<file path="src/mgoc_pkg.sv">
// package: constants and types of the global operation coordinator
package mgoc_pkg;
  // ------------------------------------------------------------
  // sizes
  // ------------------------------------------------------------
  localparam int NDESC = 32;
  localparam int NSTG = 9;
  localparam int NAST = 16;
  // ------------------------------------------------------------
  // address map: {register_select, rs0}
  // ------------------------------------------------------------
  localparam logic [5:0] A_AC0 = 6'h20;
  localparam logic [5:0] A_AC8 = 6'h28;
  localparam logic [5:0] A_DP = 6'h29;
  localparam logic [5:0] A_IVR = 6'h2b;
  localparam logic [5:0] A_GSR = 6'h2d;
  localparam logic [5:0] A_LSR = 6'h2f;
  localparam logic [5:0] A_XLT = 6'h3d;
  localparam logic [5:0] A_LOAD = 6'h3f;
  // ------------------------------------------------------------
  // staging byte positions
  // ------------------------------------------------------------
  localparam int S_LBA_H = 0;
  localparam int S_LBA_L = 1;
  localparam int S_LAM_H = 2;
  localparam int S_LAM_L = 3;
  localparam int S_PBA_H = 4;
  localparam int S_PBA_L = 5;
  localparam int S_ASN = 6;
  localparam int S_ASM = 8;
  localparam logic [8:0] LOAD_NEED = 9'h14f;
  localparam logic [8:0] XLT_NEED = 9'h043;
  // ------------------------------------------------------------
  // status fields, codes, answers, reset values
  // ------------------------------------------------------------
  localparam int GSR_F_BIT = 7;
  localparam logic [3:0] LOAD_CODE = 4'h1;
  localparam logic [3:0] XLT_CODE = 4'h2;
  localparam logic [7:0] PASS_BYTE = 8'h00;
  localparam logic [7:0] FAIL_BYTE = 8'hff;
  localparam logic [7:0] RST_BYTE = 8'h00;
  // ------------------------------------------------------------
  // types
  // ------------------------------------------------------------
  typedef enum logic [3:0] {
    ST_IDLE, ST_WWAIT, ST_LCHK, ST_LWAIT, ST_XCHK,
    ST_XWAIT, ST_HITW, ST_SWAIT, ST_DONE
  } mgoc_state_type;
  typedef struct packed {
    logic en;
    logic [15:0] logical_base;
    logic [15:0] logical_mask;
    logic [15:0] pba;
    logic [7:0] space_number;
    logic [7:0] asm_m;
  } mgoc_desc_type;
endpackage : mgoc_pkg

</file>
<file path="src/mgoc_coord.sv">
// module: global operation coordinator of one memory management unit
`timescale 1ns/1ns
`default_nettype none
// Notes on behaviour
// RQ1 - chip-selected unit masters, others follow coordination
// RQ2 - lone unit with idle lines works locally
// RQ3 - every writable system register written globally
// RQ4 - copy data byte, mark staging byte loaded
// RQ5 - clearing summary bit clears last-op code
// RQ6 - report finished; master waits for all finished
// RQ7 - refuse load that makes overlapping enabled descriptors
// RQ8 - load ready needs staging 0,1,2,3,6,8
// RQ9 - load read answers 00 pass, ff fail
// RQ10 - disable indexed descriptor at load start
// RQ11 - slave decodes op from selects, strobes, direction
// RQ12 - slave not load ready: load code, hit
// RQ13 - slave collision: hit, result index; else clear
// RQ14 - slave drops hit, finished when coordination released
// RQ15 - master aborts load, answers ff, waits hit clear
// RQ16 - master commits descriptor, answers 00, releases
// RQ17 - processor stages address, space, then reads
// RQ18 - translate ready needs staging 0,1,6
// RQ19 - match: physical address, indexes, translate code
// RQ20 - no match: finished, code cleared
// RQ21 - hit seen: answer 00, wait hit clear
// RQ22 - all finished, no hit: answer ff
// RQ23 - acknowledge until both strobes negate
// RQ24 - load and translate codes distinct, nonzero
module mgoc_coord (
  // clock and reset
  input wire logic MCLK_I,
  input wire logic RST_I,
  // processor bus
  input wire logic CS_N_I,
  input wire logic RW_I,
  input wire logic UDS_N_I,
  input wire logic LDS_N_I,
  input wire logic [4:0] REGISTER_SELECT_I,
  input wire logic [15:0] DATA_I,
  output logic [15:0] DATA_O,
  output logic DATA_OE_O,
  output logic DTACK_N_O,
  // peer coordination lines
  output logic OPCOORD_OUT_N_O,
  input wire logic OPCOORD_IN_N_I,
  output logic HIT_REPORT_OUT_N_O,
  input wire logic HIT_REPORT_IN_N_I,
  output logic UNIT_FINISHED_OUT_O,
  input wire logic UNITS_FINISHED_IN_I,
  // status
  output logic [7:0] LOCAL_STATUS_O,
  output logic [7:0] GLOBAL_STATUS_O,
  output logic [7:0] RESULT_INDEX_O,
  output logic [7:0] DESCRIPTOR_INDEX_O,
  output logic [7:0] VECTOR_O
);
  // ------------------------------------------------------------
  // state
  // ------------------------------------------------------------
  mgoc_pkg::mgoc_state_type st_r, st_nxt;
  logic mst_r, mst_nxt, rd_r, rd_nxt, go_n_r, go_n_nxt;
  logic hit_r, hit_nxt, fin_r, fin_nxt, gal_r, gal_nxt;
  logic gat_r, gat_nxt;
  logic [7:0] dout_r, dout_nxt, dp_r, dp_nxt, rdp_r, rdp_nxt;
  logic [7:0] vec_r, vec_nxt, gsr_r, gsr_nxt;
  logic [3:0] code_r, code_nxt;
  logic [1:0] lmisc_r, lmisc_nxt;
  logic [8:0] glb_r, glb_nxt;
  logic [7:0] stg_r [mgoc_pkg::NSTG];
  logic [7:0] stg_nxt [mgoc_pkg::NSTG];
  logic [7:0] ast_r [mgoc_pkg::NAST];
  logic [7:0] ast_nxt [mgoc_pkg::NAST];
  mgoc_pkg::mgoc_desc_type desc_r [mgoc_pkg::NDESC];
  mgoc_pkg::mgoc_desc_type desc_nxt [mgoc_pkg::NDESC];
  logic do_wr, do_clr;

  // ------------------------------------------------------------
  // decode
  // ------------------------------------------------------------
  logic strobe, glob;
  logic [5:0] addr;
  logic [7:0] wbyte;
  logic [15:0] la, lm;
  // rs0 picks the upper byte when both strobes are low
  assign addr = {REGISTER_SELECT_I, UDS_N_I}; // see RQ11
  assign strobe = !UDS_N_I || !LDS_N_I;
  assign wbyte = UDS_N_I ? DATA_I[7:0] : DATA_I[15:8];
  assign glob = !RW_I || addr == mgoc_pkg::A_LOAD ||
                addr == mgoc_pkg::A_XLT;
  assign la = {stg_r[mgoc_pkg::S_LBA_H], stg_r[mgoc_pkg::S_LBA_L]};
  assign lm = {stg_r[mgoc_pkg::S_LAM_H], stg_r[mgoc_pkg::S_LAM_L]};

  // match with full masks, or overlap of two masked ranges
  function automatic logic overlap(mgoc_pkg::mgoc_desc_type d,
                                   logic [15:0] lb, logic [15:0] lk,
                                   logic [7:0] an, logic [7:0] ak);
    overlap = d.en && (((d.logical_base ^ lb) & d.logical_mask & lk) == 16'h0000) &&
              (((d.space_number ^ an) & d.asm_m & ak) == 8'h00);
  endfunction : overlap

  // ------------------------------------------------------------
  // descriptor search, lowest number wins
  // ------------------------------------------------------------
  logic coll, mfound;
  logic [4:0] cidx, midx;
  logic [15:0] phys;
  always_comb begin
    coll = 1'b0;
    mfound = 1'b0;
    cidx = 5'h00;
    midx = 5'h00;
    for (int i = mgoc_pkg::NDESC - 1; i >= 0; i--) begin
      if (overlap(desc_r[i], la, lm, stg_r[mgoc_pkg::S_ASN],
                  stg_r[mgoc_pkg::S_ASM])) begin // see RQ7
        coll = 1'b1;
        cidx = 5'(i);
      end
      if (overlap(desc_r[i], la, 16'hffff, stg_r[mgoc_pkg::S_ASN],
                  8'hff)) begin
        mfound = 1'b1;
        midx = 5'(i);
      end
    end
    phys = (desc_r[midx].pba & desc_r[midx].logical_mask) |
           (la & ~desc_r[midx].logical_mask); // see RQ19
  end

  // ------------------------------------------------------------
  // operation sequencer
  // ------------------------------------------------------------
  always_comb begin
    st_nxt = st_r;
    mst_nxt = mst_r;
    rd_nxt = rd_r;
    go_n_nxt = go_n_r;
    hit_nxt = hit_r;
    fin_nxt = fin_r;
    dout_nxt = dout_r;
    dp_nxt = dp_r;
    rdp_nxt = rdp_r;
    vec_nxt = vec_r;
    gsr_nxt = gsr_r;
    code_nxt = code_r;
    lmisc_nxt = lmisc_r;
    glb_nxt = glb_r;
    stg_nxt = stg_r;
    ast_nxt = ast_r;
    desc_nxt = desc_r;
    do_wr = 1'b0;
    do_clr = 1'b0;
    case (st_r)
      mgoc_pkg::ST_IDLE: begin
        if (strobe && (!CS_N_I || !OPCOORD_IN_N_I)) begin // see RQ1
          mst_nxt = !CS_N_I;
          rd_nxt = RW_I;
          if (!CS_N_I && !glob) begin
            // local reads live elsewhere; answer as a null read
            dout_nxt = mgoc_pkg::FAIL_BYTE;
            st_nxt = mgoc_pkg::ST_DONE;
          end else begin
            go_n_nxt = CS_N_I; // see RQ1
            if (!RW_I) begin
              do_wr = 1'b1; // see RQ3
              fin_nxt = 1'b1; // see RQ6
              st_nxt = CS_N_I ? mgoc_pkg::ST_SWAIT : mgoc_pkg::ST_WWAIT;
            end else if (addr == mgoc_pkg::A_LOAD) begin
              do_clr = 1'b1; // see RQ10
              st_nxt = mgoc_pkg::ST_LCHK;
            end else if (addr == mgoc_pkg::A_XLT) begin
              st_nxt = mgoc_pkg::ST_XCHK;
            end else begin
              fin_nxt = 1'b1;
              st_nxt = mgoc_pkg::ST_SWAIT;
            end
          end
        end
      end
      mgoc_pkg::ST_WWAIT: begin
        if (UNITS_FINISHED_IN_I) begin // see RQ2 RQ6
          go_n_nxt = 1'b1;
          fin_nxt = 1'b0;
          st_nxt = mgoc_pkg::ST_DONE;
        end
      end
      mgoc_pkg::ST_LCHK: begin
        if (mst_r) begin
          if (coll || !gal_r || !HIT_REPORT_IN_N_I) begin // see RQ15
            code_nxt = (coll || !gal_r) ? mgoc_pkg::LOAD_CODE : 4'h0;
            hit_nxt = coll || !gal_r;
            dout_nxt = mgoc_pkg::FAIL_BYTE; // see RQ9
            go_n_nxt = 1'b1;
            st_nxt = mgoc_pkg::ST_HITW;
          end else begin
            fin_nxt = 1'b1;
            st_nxt = mgoc_pkg::ST_LWAIT;
          end
        end else begin
          fin_nxt = 1'b1;
          st_nxt = mgoc_pkg::ST_SWAIT;
          if (!gal_r) begin
            code_nxt = mgoc_pkg::LOAD_CODE; // see RQ12
            hit_nxt = 1'b1;
          end else if (coll) begin
            hit_nxt = 1'b1; // see RQ13
            rdp_nxt = {3'h0, cidx};
          end else begin
            code_nxt = 4'h0;
          end
        end
      end
      mgoc_pkg::ST_LWAIT: begin
        if (!HIT_REPORT_IN_N_I) begin
          code_nxt = 4'h0; // see RQ15
          dout_nxt = mgoc_pkg::FAIL_BYTE;
          fin_nxt = 1'b0;
          go_n_nxt = 1'b1;
          st_nxt = mgoc_pkg::ST_HITW;
        end else if (UNITS_FINISHED_IN_I) begin // see RQ16
          desc_nxt[dp_r[4:0]] = {1'b1, la, lm,
            stg_r[mgoc_pkg::S_PBA_H], stg_r[mgoc_pkg::S_PBA_L],
            stg_r[mgoc_pkg::S_ASN], stg_r[mgoc_pkg::S_ASM]};
          dout_nxt = mgoc_pkg::PASS_BYTE; // see RQ9
          code_nxt = 4'h0;
          fin_nxt = 1'b0;
          go_n_nxt = 1'b1;
          st_nxt = mgoc_pkg::ST_DONE;
        end
      end
      mgoc_pkg::ST_XCHK: begin
        if (gat_r && mfound) begin // see RQ19
          stg_nxt[mgoc_pkg::S_PBA_H] = phys[15:8];
          stg_nxt[mgoc_pkg::S_PBA_L] = phys[7:0];
          dp_nxt = {3'h0, midx};
          rdp_nxt = {3'h0, midx};
          code_nxt = mgoc_pkg::XLT_CODE; // see RQ24
          if (mst_r) begin
            dout_nxt = mgoc_pkg::PASS_BYTE;
            go_n_nxt = 1'b1;
            st_nxt = mgoc_pkg::ST_DONE;
          end else begin
            hit_nxt = 1'b1;
            fin_nxt = 1'b1;
            st_nxt = mgoc_pkg::ST_SWAIT;
          end
        end else begin
          fin_nxt = 1'b1; // see RQ20
          code_nxt = 4'h0;
          st_nxt = mst_r ? mgoc_pkg::ST_XWAIT : mgoc_pkg::ST_SWAIT;
        end
      end
      mgoc_pkg::ST_XWAIT: begin
        if (!HIT_REPORT_IN_N_I) begin // see RQ21
          dout_nxt = mgoc_pkg::PASS_BYTE;
          fin_nxt = 1'b0;
          go_n_nxt = 1'b1;
          st_nxt = mgoc_pkg::ST_HITW;
        end else if (UNITS_FINISHED_IN_I) begin // see RQ22
          dout_nxt = mgoc_pkg::FAIL_BYTE;
          fin_nxt = 1'b0;
          go_n_nxt = 1'b1;
          st_nxt = mgoc_pkg::ST_DONE;
        end
      end
      mgoc_pkg::ST_HITW: begin
        hit_nxt = 1'b0;
        if (HIT_REPORT_IN_N_I && !hit_r) st_nxt = mgoc_pkg::ST_DONE;
      end
      mgoc_pkg::ST_SWAIT: begin
        if (OPCOORD_IN_N_I) begin // see RQ14
          hit_nxt = 1'b0;
          fin_nxt = 1'b0;
          st_nxt = mgoc_pkg::ST_IDLE;
        end
      end
      mgoc_pkg::ST_DONE: begin
        if (UDS_N_I && LDS_N_I) st_nxt = mgoc_pkg::ST_IDLE; // see RQ23
      end
      default: st_nxt = mgoc_pkg::ST_IDLE;
    endcase
    if (do_clr) desc_nxt[dp_r[4:0]].en = 1'b0;
    if (do_wr) begin // see RQ4
      if (addr < mgoc_pkg::A_AC0) begin
        if (!addr[0]) ast_nxt[addr[4:1]] = wbyte;
      end else if (addr <= mgoc_pkg::A_AC8) begin
        stg_nxt[addr[3:0]] = wbyte;
        glb_nxt[addr[3:0]] = 1'b1;
      end else begin
        case (addr)
          mgoc_pkg::A_DP: dp_nxt = wbyte;
          mgoc_pkg::A_IVR: vec_nxt = wbyte;
          mgoc_pkg::A_GSR: begin
            gsr_nxt = wbyte;
            if (!wbyte[mgoc_pkg::GSR_F_BIT]) code_nxt = 4'h0; // see RQ5
          end
          mgoc_pkg::A_LSR: begin
            code_nxt = wbyte[7:4];
            lmisc_nxt = wbyte[3:2];
          end
          default: ;
        endcase
      end
    end
    // ready bits follow the loaded marks, not the written value
    gal_nxt = (glb_nxt & mgoc_pkg::LOAD_NEED) ==
              mgoc_pkg::LOAD_NEED; // see RQ8
    gat_nxt = (glb_nxt & mgoc_pkg::XLT_NEED) ==
              mgoc_pkg::XLT_NEED; // see RQ18
  end

  always_ff @(posedge MCLK_I) begin
    if (RST_I) begin
      st_r <= mgoc_pkg::ST_IDLE;
      mst_r <= 1'b0;
      rd_r <= 1'b0;
      go_n_r <= 1'b1;
      hit_r <= 1'b0;
      fin_r <= 1'b0;
      gal_r <= 1'b0;
      gat_r <= 1'b0;
      dout_r <= mgoc_pkg::RST_BYTE;
      dp_r <= mgoc_pkg::RST_BYTE;
      rdp_r <= mgoc_pkg::RST_BYTE;
      vec_r <= mgoc_pkg::RST_BYTE;
      gsr_r <= mgoc_pkg::RST_BYTE;
      code_r <= 4'h0;
      lmisc_r <= 2'h0;
      glb_r <= 9'h000;
      stg_r <= '{default: 8'h00};
      ast_r <= '{default: 8'h00};
      desc_r <= '{default: '0};
    end else begin
      st_r <= st_nxt;
      mst_r <= mst_nxt;
      rd_r <= rd_nxt;
      go_n_r <= go_n_nxt;
      hit_r <= hit_nxt;
      fin_r <= fin_nxt;
      gal_r <= gal_nxt;
      gat_r <= gat_nxt;
      dout_r <= dout_nxt;
      dp_r <= dp_nxt;
      rdp_r <= rdp_nxt;
      vec_r <= vec_nxt;
      gsr_r <= gsr_nxt;
      code_r <= code_nxt;
      lmisc_r <= lmisc_nxt;
      glb_r <= glb_nxt;
      stg_r <= stg_nxt;
      ast_r <= ast_nxt;
      desc_r <= desc_nxt;
    end
  end

  // ------------------------------------------------------------
  // outputs
  // ------------------------------------------------------------
  assign DATA_O = {dout_r, dout_r};
  assign DATA_OE_O = (st_r == mgoc_pkg::ST_DONE) && rd_r;
  assign DTACK_N_O = st_r != mgoc_pkg::ST_DONE;
  assign OPCOORD_OUT_N_O = go_n_r;
  assign HIT_REPORT_OUT_N_O = !hit_r;
  assign UNIT_FINISHED_OUT_O = fin_r;
  assign LOCAL_STATUS_O = {code_r, lmisc_r, gat_r, gal_r};
  assign GLOBAL_STATUS_O = gsr_r;
  assign RESULT_INDEX_O = rdp_r;
  assign DESCRIPTOR_INDEX_O = dp_r;
  assign VECTOR_O = vec_r;
endmodule : mgoc_coord
`default_nettype wire

</file>
<file path="config.mk">
export PLATFORM = sky130hd
export DESIGN_NAME = mgoc_coord
export DESIGN_NICKNAME = d
export VERILOG_FILES = /design/src/mgoc_pkg.sv /design/src/mgoc_coord.sv
export SDC_FILE = /design/constraint.sdc
export NUM_CORES = 2
export LEC_CHECK = 0
export BUFFER_PORTS_ARGS = -buffer_cell sky130_fd_sc_hd__buf_4
export CORE_MARGIN = 4
export CORE_UTILIZATION = 57
export DETAILED_ROUTE_END_ITERATION = 6
export PLACE_DENSITY = 0.76
export SLEW_MARGIN = 15
export SYNTH_ARGS = -nofsm -noshare
export SYNTH_HDL_FRONTEND = slang
export SYNTH_SLANG_ARGS = --single-unit
</file>
<file path="constraint.sdc">
create_clock -name MCLK_I -period 3.05 [get_ports MCLK_I]
set_input_delay 0.61 -clock MCLK_I [delete_from_list [all_inputs] [get_ports MCLK_I]]
set_output_delay 0.61 -clock MCLK_I [all_outputs]
set_load 0.005 [all_outputs]
</file>
* Word level (Yosys, flattened, before mapping)
Index checks and enable logic that the tools add are counted.
Word-level totals: logic and storage cells 1011, output and inout port bits 61, input bits 30, register bits 2218
Operators by class: reduce and logical (&&, ||, !) cells 298, equality and inequality tests 39, $lt $le $gt $ge 9, mux-type cells 245, bitwise gates (word level) 202
Operators with widths (number):
- $mux W2080 | 4
- $bwmux W2080 | 2
- $and A16 B16 Y16 | 66
- $logic_not A16 Y1 | 64
- $demux W65 S5 | 2
- $and A8 B8 Y8 | 64
- $logic_not A8 Y1 | 64
- $xor A16 B16 Y16 | 32
- $bmux W65 S5 | 1
- $mux W5 | 64
- $xor A8 B8 Y8 | 32
- $mux W8 | 22
- $logic_and A1 B1 Y1 | 137
- $mux W65 | 2
- $mux W40 | 3
- $mux W1 | 100
- $mux W48 | 2
- $mux W4 | 20
- $bwmux W72 | 1
- $eq A6 B6 Y1 const B | 7
- $pmux W8 S5 | 1
- $demux W8 S4 | 1
- $mux W16 | 2
- $pmux W4 S8 | 1
- other kinds (48) | 99

* Longest topological paths before layout
word-level depth 50, depth in mapped cells 14, depth with buffers taken out 10

* Least setup slack after synthesis
Ideal clock, no wire load.
path kind flip-flop to flip-flop, start point register stg_r, in the netlist la[7], end point register rdp_r[3], in the netlist RESULT_INDEX_O[3], clock period less this slack 2.887 ns, buffers on the path 1, stages on the path, launching flop included 12, library setup time 0.122 ns, arrival time 2.765 ns, slack 0.163 ns, required time 2.928 ns, cell sequence dfxtp_1 -> buf_4 -> xor2_1 -> nand3_1 -> nand4_1 -> or4_1 -> or4_4 -> and4bb_4 -> and4_4 -> a21oi_2 -> nor2_1 -> o311a_1
On the way: longest elaborated chain between the ends 42, elaborated cells between the ends (all ways) 425, those cells by class 2 x eq/ne; 133 x mux; 96 x bitwise; 194 x reduce/logical
RTL lines:
- from (decl) | line mgoc_coord.sv:69 | logic [7:0] stg_r [mgoc_pkg::NSTG];
- from (signal assigned) | line mgoc_coord.sv:348 | stg_r <= stg_nxt;
- $xor A16 B16 Y16 | line mgoc_coord.sv:97 | overlap = d.en && (((d.logical_base ^ lb) & d.logical_mask & lk) == 16'h0000) &&
- $and A16 B16 Y16 (2 in series) | line mgoc_coord.sv:97
- $logic_not A16 Y1 | line mgoc_coord.sv:97
- $logic_and A1 B1 Y1 (2 in series) | line mgoc_coord.sv:97
- $mux W5 (32 in series) | line mgoc_coord.sv:113 | if (overlap(desc_r[i], la, lm, stg_r[mgoc_pkg::S_ASN],
- $mux W8 | line mgoc_coord.sv:203 | end else if (coll) begin
- $mux W8 | line mgoc_coord.sv:200 | if (!gal_r) begin
- $mux W8 | line mgoc_coord.sv:186 | if (mst_r) begin
- $pmux W8 S2 | line mgoc_coord.sv:151 | case (st_r)
- to (signal assigned) | line mgoc_coord.sv:322 | rdp_r <= mgoc_pkg::RST_BYTE;
- to (signal assigned) | line mgoc_coord.sv:342 | rdp_r <= rdp_nxt;
- to (decl) | line mgoc_coord.sv:64 | logic [7:0] dout_r, dout_nxt, dp_r, dp_nxt, rdp_r, rdp_nxt;
Several ways; a longest one is shown, not always the timed one. The select of a mux whose other input is x is not followed. A chain may end at the register's enable or synchronous reset.

* Final worst setup path
start point register stg_r, in the netlist la[13], end point register st_r[2]
On the way: longest elaborated chain between the ends 43, elaborated cells between the ends (all ways) 359, those cells by class 68 x mux; 96 x bitwise; 195 x reduce/logical
RTL lines:
- $xor A16 B16 Y16 | line mgoc_coord.sv:97
- $and A16 B16 Y16 (2 in series) | line mgoc_coord.sv:97
- $logic_not A16 Y1 | line mgoc_coord.sv:97
- $logic_and A1 B1 Y1 (2 in series) | line mgoc_coord.sv:97
- $mux W1 (32 in series) | line mgoc_coord.sv:113
- $logic_or A1 B1 Y1 (2 in series) | line mgoc_coord.sv:187 | if (coll || !gal_r || !HIT_REPORT_IN_N_I) begin
- $mux W3 | line mgoc_coord.sv:187
- $mux W4 | line mgoc_coord.sv:186
- $pmux W4 S8 * | line mgoc_coord.sv:151
- to (signal assigned) | line mgoc_coord.sv:312 | st_r <= mgoc_pkg::ST_IDLE;
- to (signal assigned) | line mgoc_coord.sv:332 | st_r <= st_nxt;
- to (decl) | line mgoc_coord.sv:60 | mgoc_pkg::mgoc_state_type st_r, st_nxt;
Every way passes the cells marked *; elsewhere a longest branch is shown, timed or not.

==> results.cfg <==
[logic_synthesis]
syn_area_mm2 = 0.0794
synth-edff-count = 0
async_reset_ff_share_pct = 0
ys_ff_latch = 1669
syn_inst = 10628
yosysSeqAreaShare_pct = 42.1
avgSynthCellArea_um2 = 7.47
ys_types = 97
synth-main-ff-cell = dfxtp_1
yosysWarnings = 0

[timing]
slew_headroom_pct = 21.9
period_share_pct = 127
slew_violations = 0
fin_ws_ns = -0.810
hold_viol = 0
rsz0062_at_grt = yes
period_needed_ns = 3.86
finalSetupViolations = 24
skew_ns = 0.0422
fmaxAchievable_ghz = 0.259
worstMarginPinSlew_ns = 1.17

[finish]
final_util_pct = 75.9
fin_cells = 13762
nets = 11765
area_growth_pct = 31.8
nFillCells = 10025
drive_gt1_share_pct = 21.5

[grt]
antenna_found_initial = 24
grt_pass1_wl_um = 540000
grt_max_degree = 226
grt_overflow = 0
grt_usage_pct = 49.1
grt_pass1_vias = 83132

[clock_tree]
clockBufferDepth = 3
htreeDepth = 4
numCtsBuffers = 177
clock_latency_ns = 0.85
cts.sinks = 1669
clock_tree.root_cell = clkbuf_16
clk_pin_slew_worst_paths_ns = 0.06
cts_tree = done

[routing]
antenna_left = 0
routed_wl_um = 377000
wl_per_cell_um = 27.4
firstDrtPassIters = 7
drtIter0Drc = 13227
post_drt_via_cell_ratio = 6.48
dr_total_vias = 89206
drc = 9

[floorplan]
core_area_mm2 = 0.138
die-area_mm2 = 0.145
ioPinCount = 91
die_x_um = 381
die_h_um = 381
fp-row-count = 136
start_util_pct = 57.6

[setup_path]
max_stage_delay_ns = 0.48
crit_top_cell = buf_4
worstPathCellList = buf_12 > buf_8 > xor2_2 > buf_4 > a22oi_2 > nand4_1 > nor4_4 > nor4_4 > buf_4 > nand4_1 > buf_4 > buf_6 > o41a_4 > nor2_4 > buf_6 > nor2_2 > a221oi_2
slowest_stage = nor4_4
required_ns = 3.80
crit_family = simple AND/OR/NAND/NOR gates
worstSetupPathType = register to register
endpoint_kind = register
path_max_fanout = 5
cp.arrival_ns = 4.61
reg2reg_setup_slack_ns = -0.81
critPathBufInv = 7
startpoint_type = register

[power_and_ir_drop]
ir_worst_vdd_v = 0.000525
power_density_mw_per_mm2 = 453
leakage_nw = 41.6

[place]
hpwl_um = 253000
place_congestion = 1.07
place.port_buffers = 87
dp_cells = 13256
pre_cts_slack_ns = -1.39

[hold_path]
hp-class = primary input to register

[run]
maxCapViolCount = 0

[run_status]
violations = design-rule violations, negative setup slack
status = complete, but fails checks
==> cells in the final DEF (no fill, tap or decap), drive strengths merged, types with 53 or more instances in the layout <==
master,synthesis,routed
dfxtp,1669,1669
nor4,78,78
nand2,3367,3367
o21ai,72,72
clkbuf,720,253
a21oi,1619,1619
a22oi,481,481
xor2,768,768
nor2,202,202
nand4,275,275
a211oi,53,53
nand3,720,720
buf,176,1816
==> power by group <==
part           switching [mW]  internal [mW]  total (mW)
clock                    9.83           13.3        23.2
sequential              0.140           21.8        22.0
combinational            1.51          0.823        2.33
total                    11.5           36.0        47.5
==> worst paths after layout <==
check        cells after the start                 startpoint                   endpoint
max                             17        la[13]$_SDFFE_PP0P_       st_r[2]$_SDFFE_PP0P_
min                              2                     CS_N_I         mst_r$_SDFFE_PP0P_
max reg2reg                     17        la[13]$_SDFFE_PP0P_       st_r[2]$_SDFFE_PP0P_
min reg2reg                      2  desc_r[1203]$_SDFFE_PP0P_  desc_r[1203]$_SDFFE_PP0P_
==> registers in the layout, indices dropped and copies added, names as in the netlist, 2 cells and up <==
name	flops
DESCRIPTOR_INDEX_O	8
GLOBAL_STATUS_O	8
lm	16
VECTOR_O	8
stg_r	16
RESULT_INDEX_O	5
la	16
desc_r	1568
st_r	4
code_r	4
glb_r	6
lmisc_r	2
==> metal layers <==
metal | share of wire, % | GRT usage, % | routed length, um | vias up
li1 | - | - | - | 38345
met3 | 15 | 15.9 | 56700 | 1835
met5 | 0.055 | 0 | 209 | -
met2 | 40 | 69.7 | 152000 | 6870
met1 | 35 | 62.2 | 133000 | 42140
met4 | 9.3 | 36.5 | 35200 | 16
==> cells by family (layout without fill, tap and decap cells) <==
logic type                after synthesis  in the layout  synth area share [%]
xor gates and xnor gates              768            768                  8.61
AOI/OAI and AO/OA                    2414           2414                  17.7
DFF                                  1669           1669                  42.1
and+or+nand+nor                      4837           4837                  26.1
other                                   1             16               0.00472
buffers and inverters                 927           2183                  5.37
muxes                                  12             12                 0.153
==> per-stage QoR <==
step                      area, um^2  hold slack, ns  setup TNS (ns)  power [mW]
after floorplan                79400           0.426               0        23.6
after global placement         93500           0.435          -30.04        24.5
after detailed placement       93500           0.449          -30.03        24.5
after CTS                     103000         0.00814          -12.38        47.1
after global routing          105000          0.0341          -13.24        48.4
final                         105000          0.0360          -15.86        47.5
==> what timing repair did <==
action | 4_1_cts | 5_1_grt
gates cloned | 8 | 1
setup buffers | 118 | 48
hold buffers | 0 | 0
endpoints found under the setup margin | 24 | 32
pin swaps | 66 | 79
resized for setup | 306 | 219
==> layout make-up <==
cell class / instances / area (um^2) / share of cell area, %
clock buffer: 251 / 5080 / 4.85
timing repair buffer: 1822 / 17700 / 16.9
multi-input combinational: 8034 / 44700 / 42.7
tap: 1863 / 2330 / 2.23
clock inverter: 79 / 1160 / 1.11
inverter: 31 / 116 / 0.111
sequential: 1669 / 33600 / 32.1
antenna: 13 / 32.5 / 0.0311
==> synth_stat cells, drive strengths merged (27+ instances only) <==
library cell / count / area [um^2]
nand2: 3367 / 12600
dfxtp: 1669 / 33400
a21oi: 1619 / 8110
xor2: 768 / 6840
clkbuf: 720 / 2700
nand3: 720 / 3610
a22oi: 481 / 3610
nand4: 275 / 1740
nor2: 202 / 768
buf: 176 / 1440
nor4: 78 / 568
o21ai: 72 / 360
a211oi: 53 / 398
and3: 36 / 225
nor3: 35 / 175
o2111ai: 31 / 278
inv: 30 / 113
a31oi: 27 / 169
(Power assumes the default switching activity.)
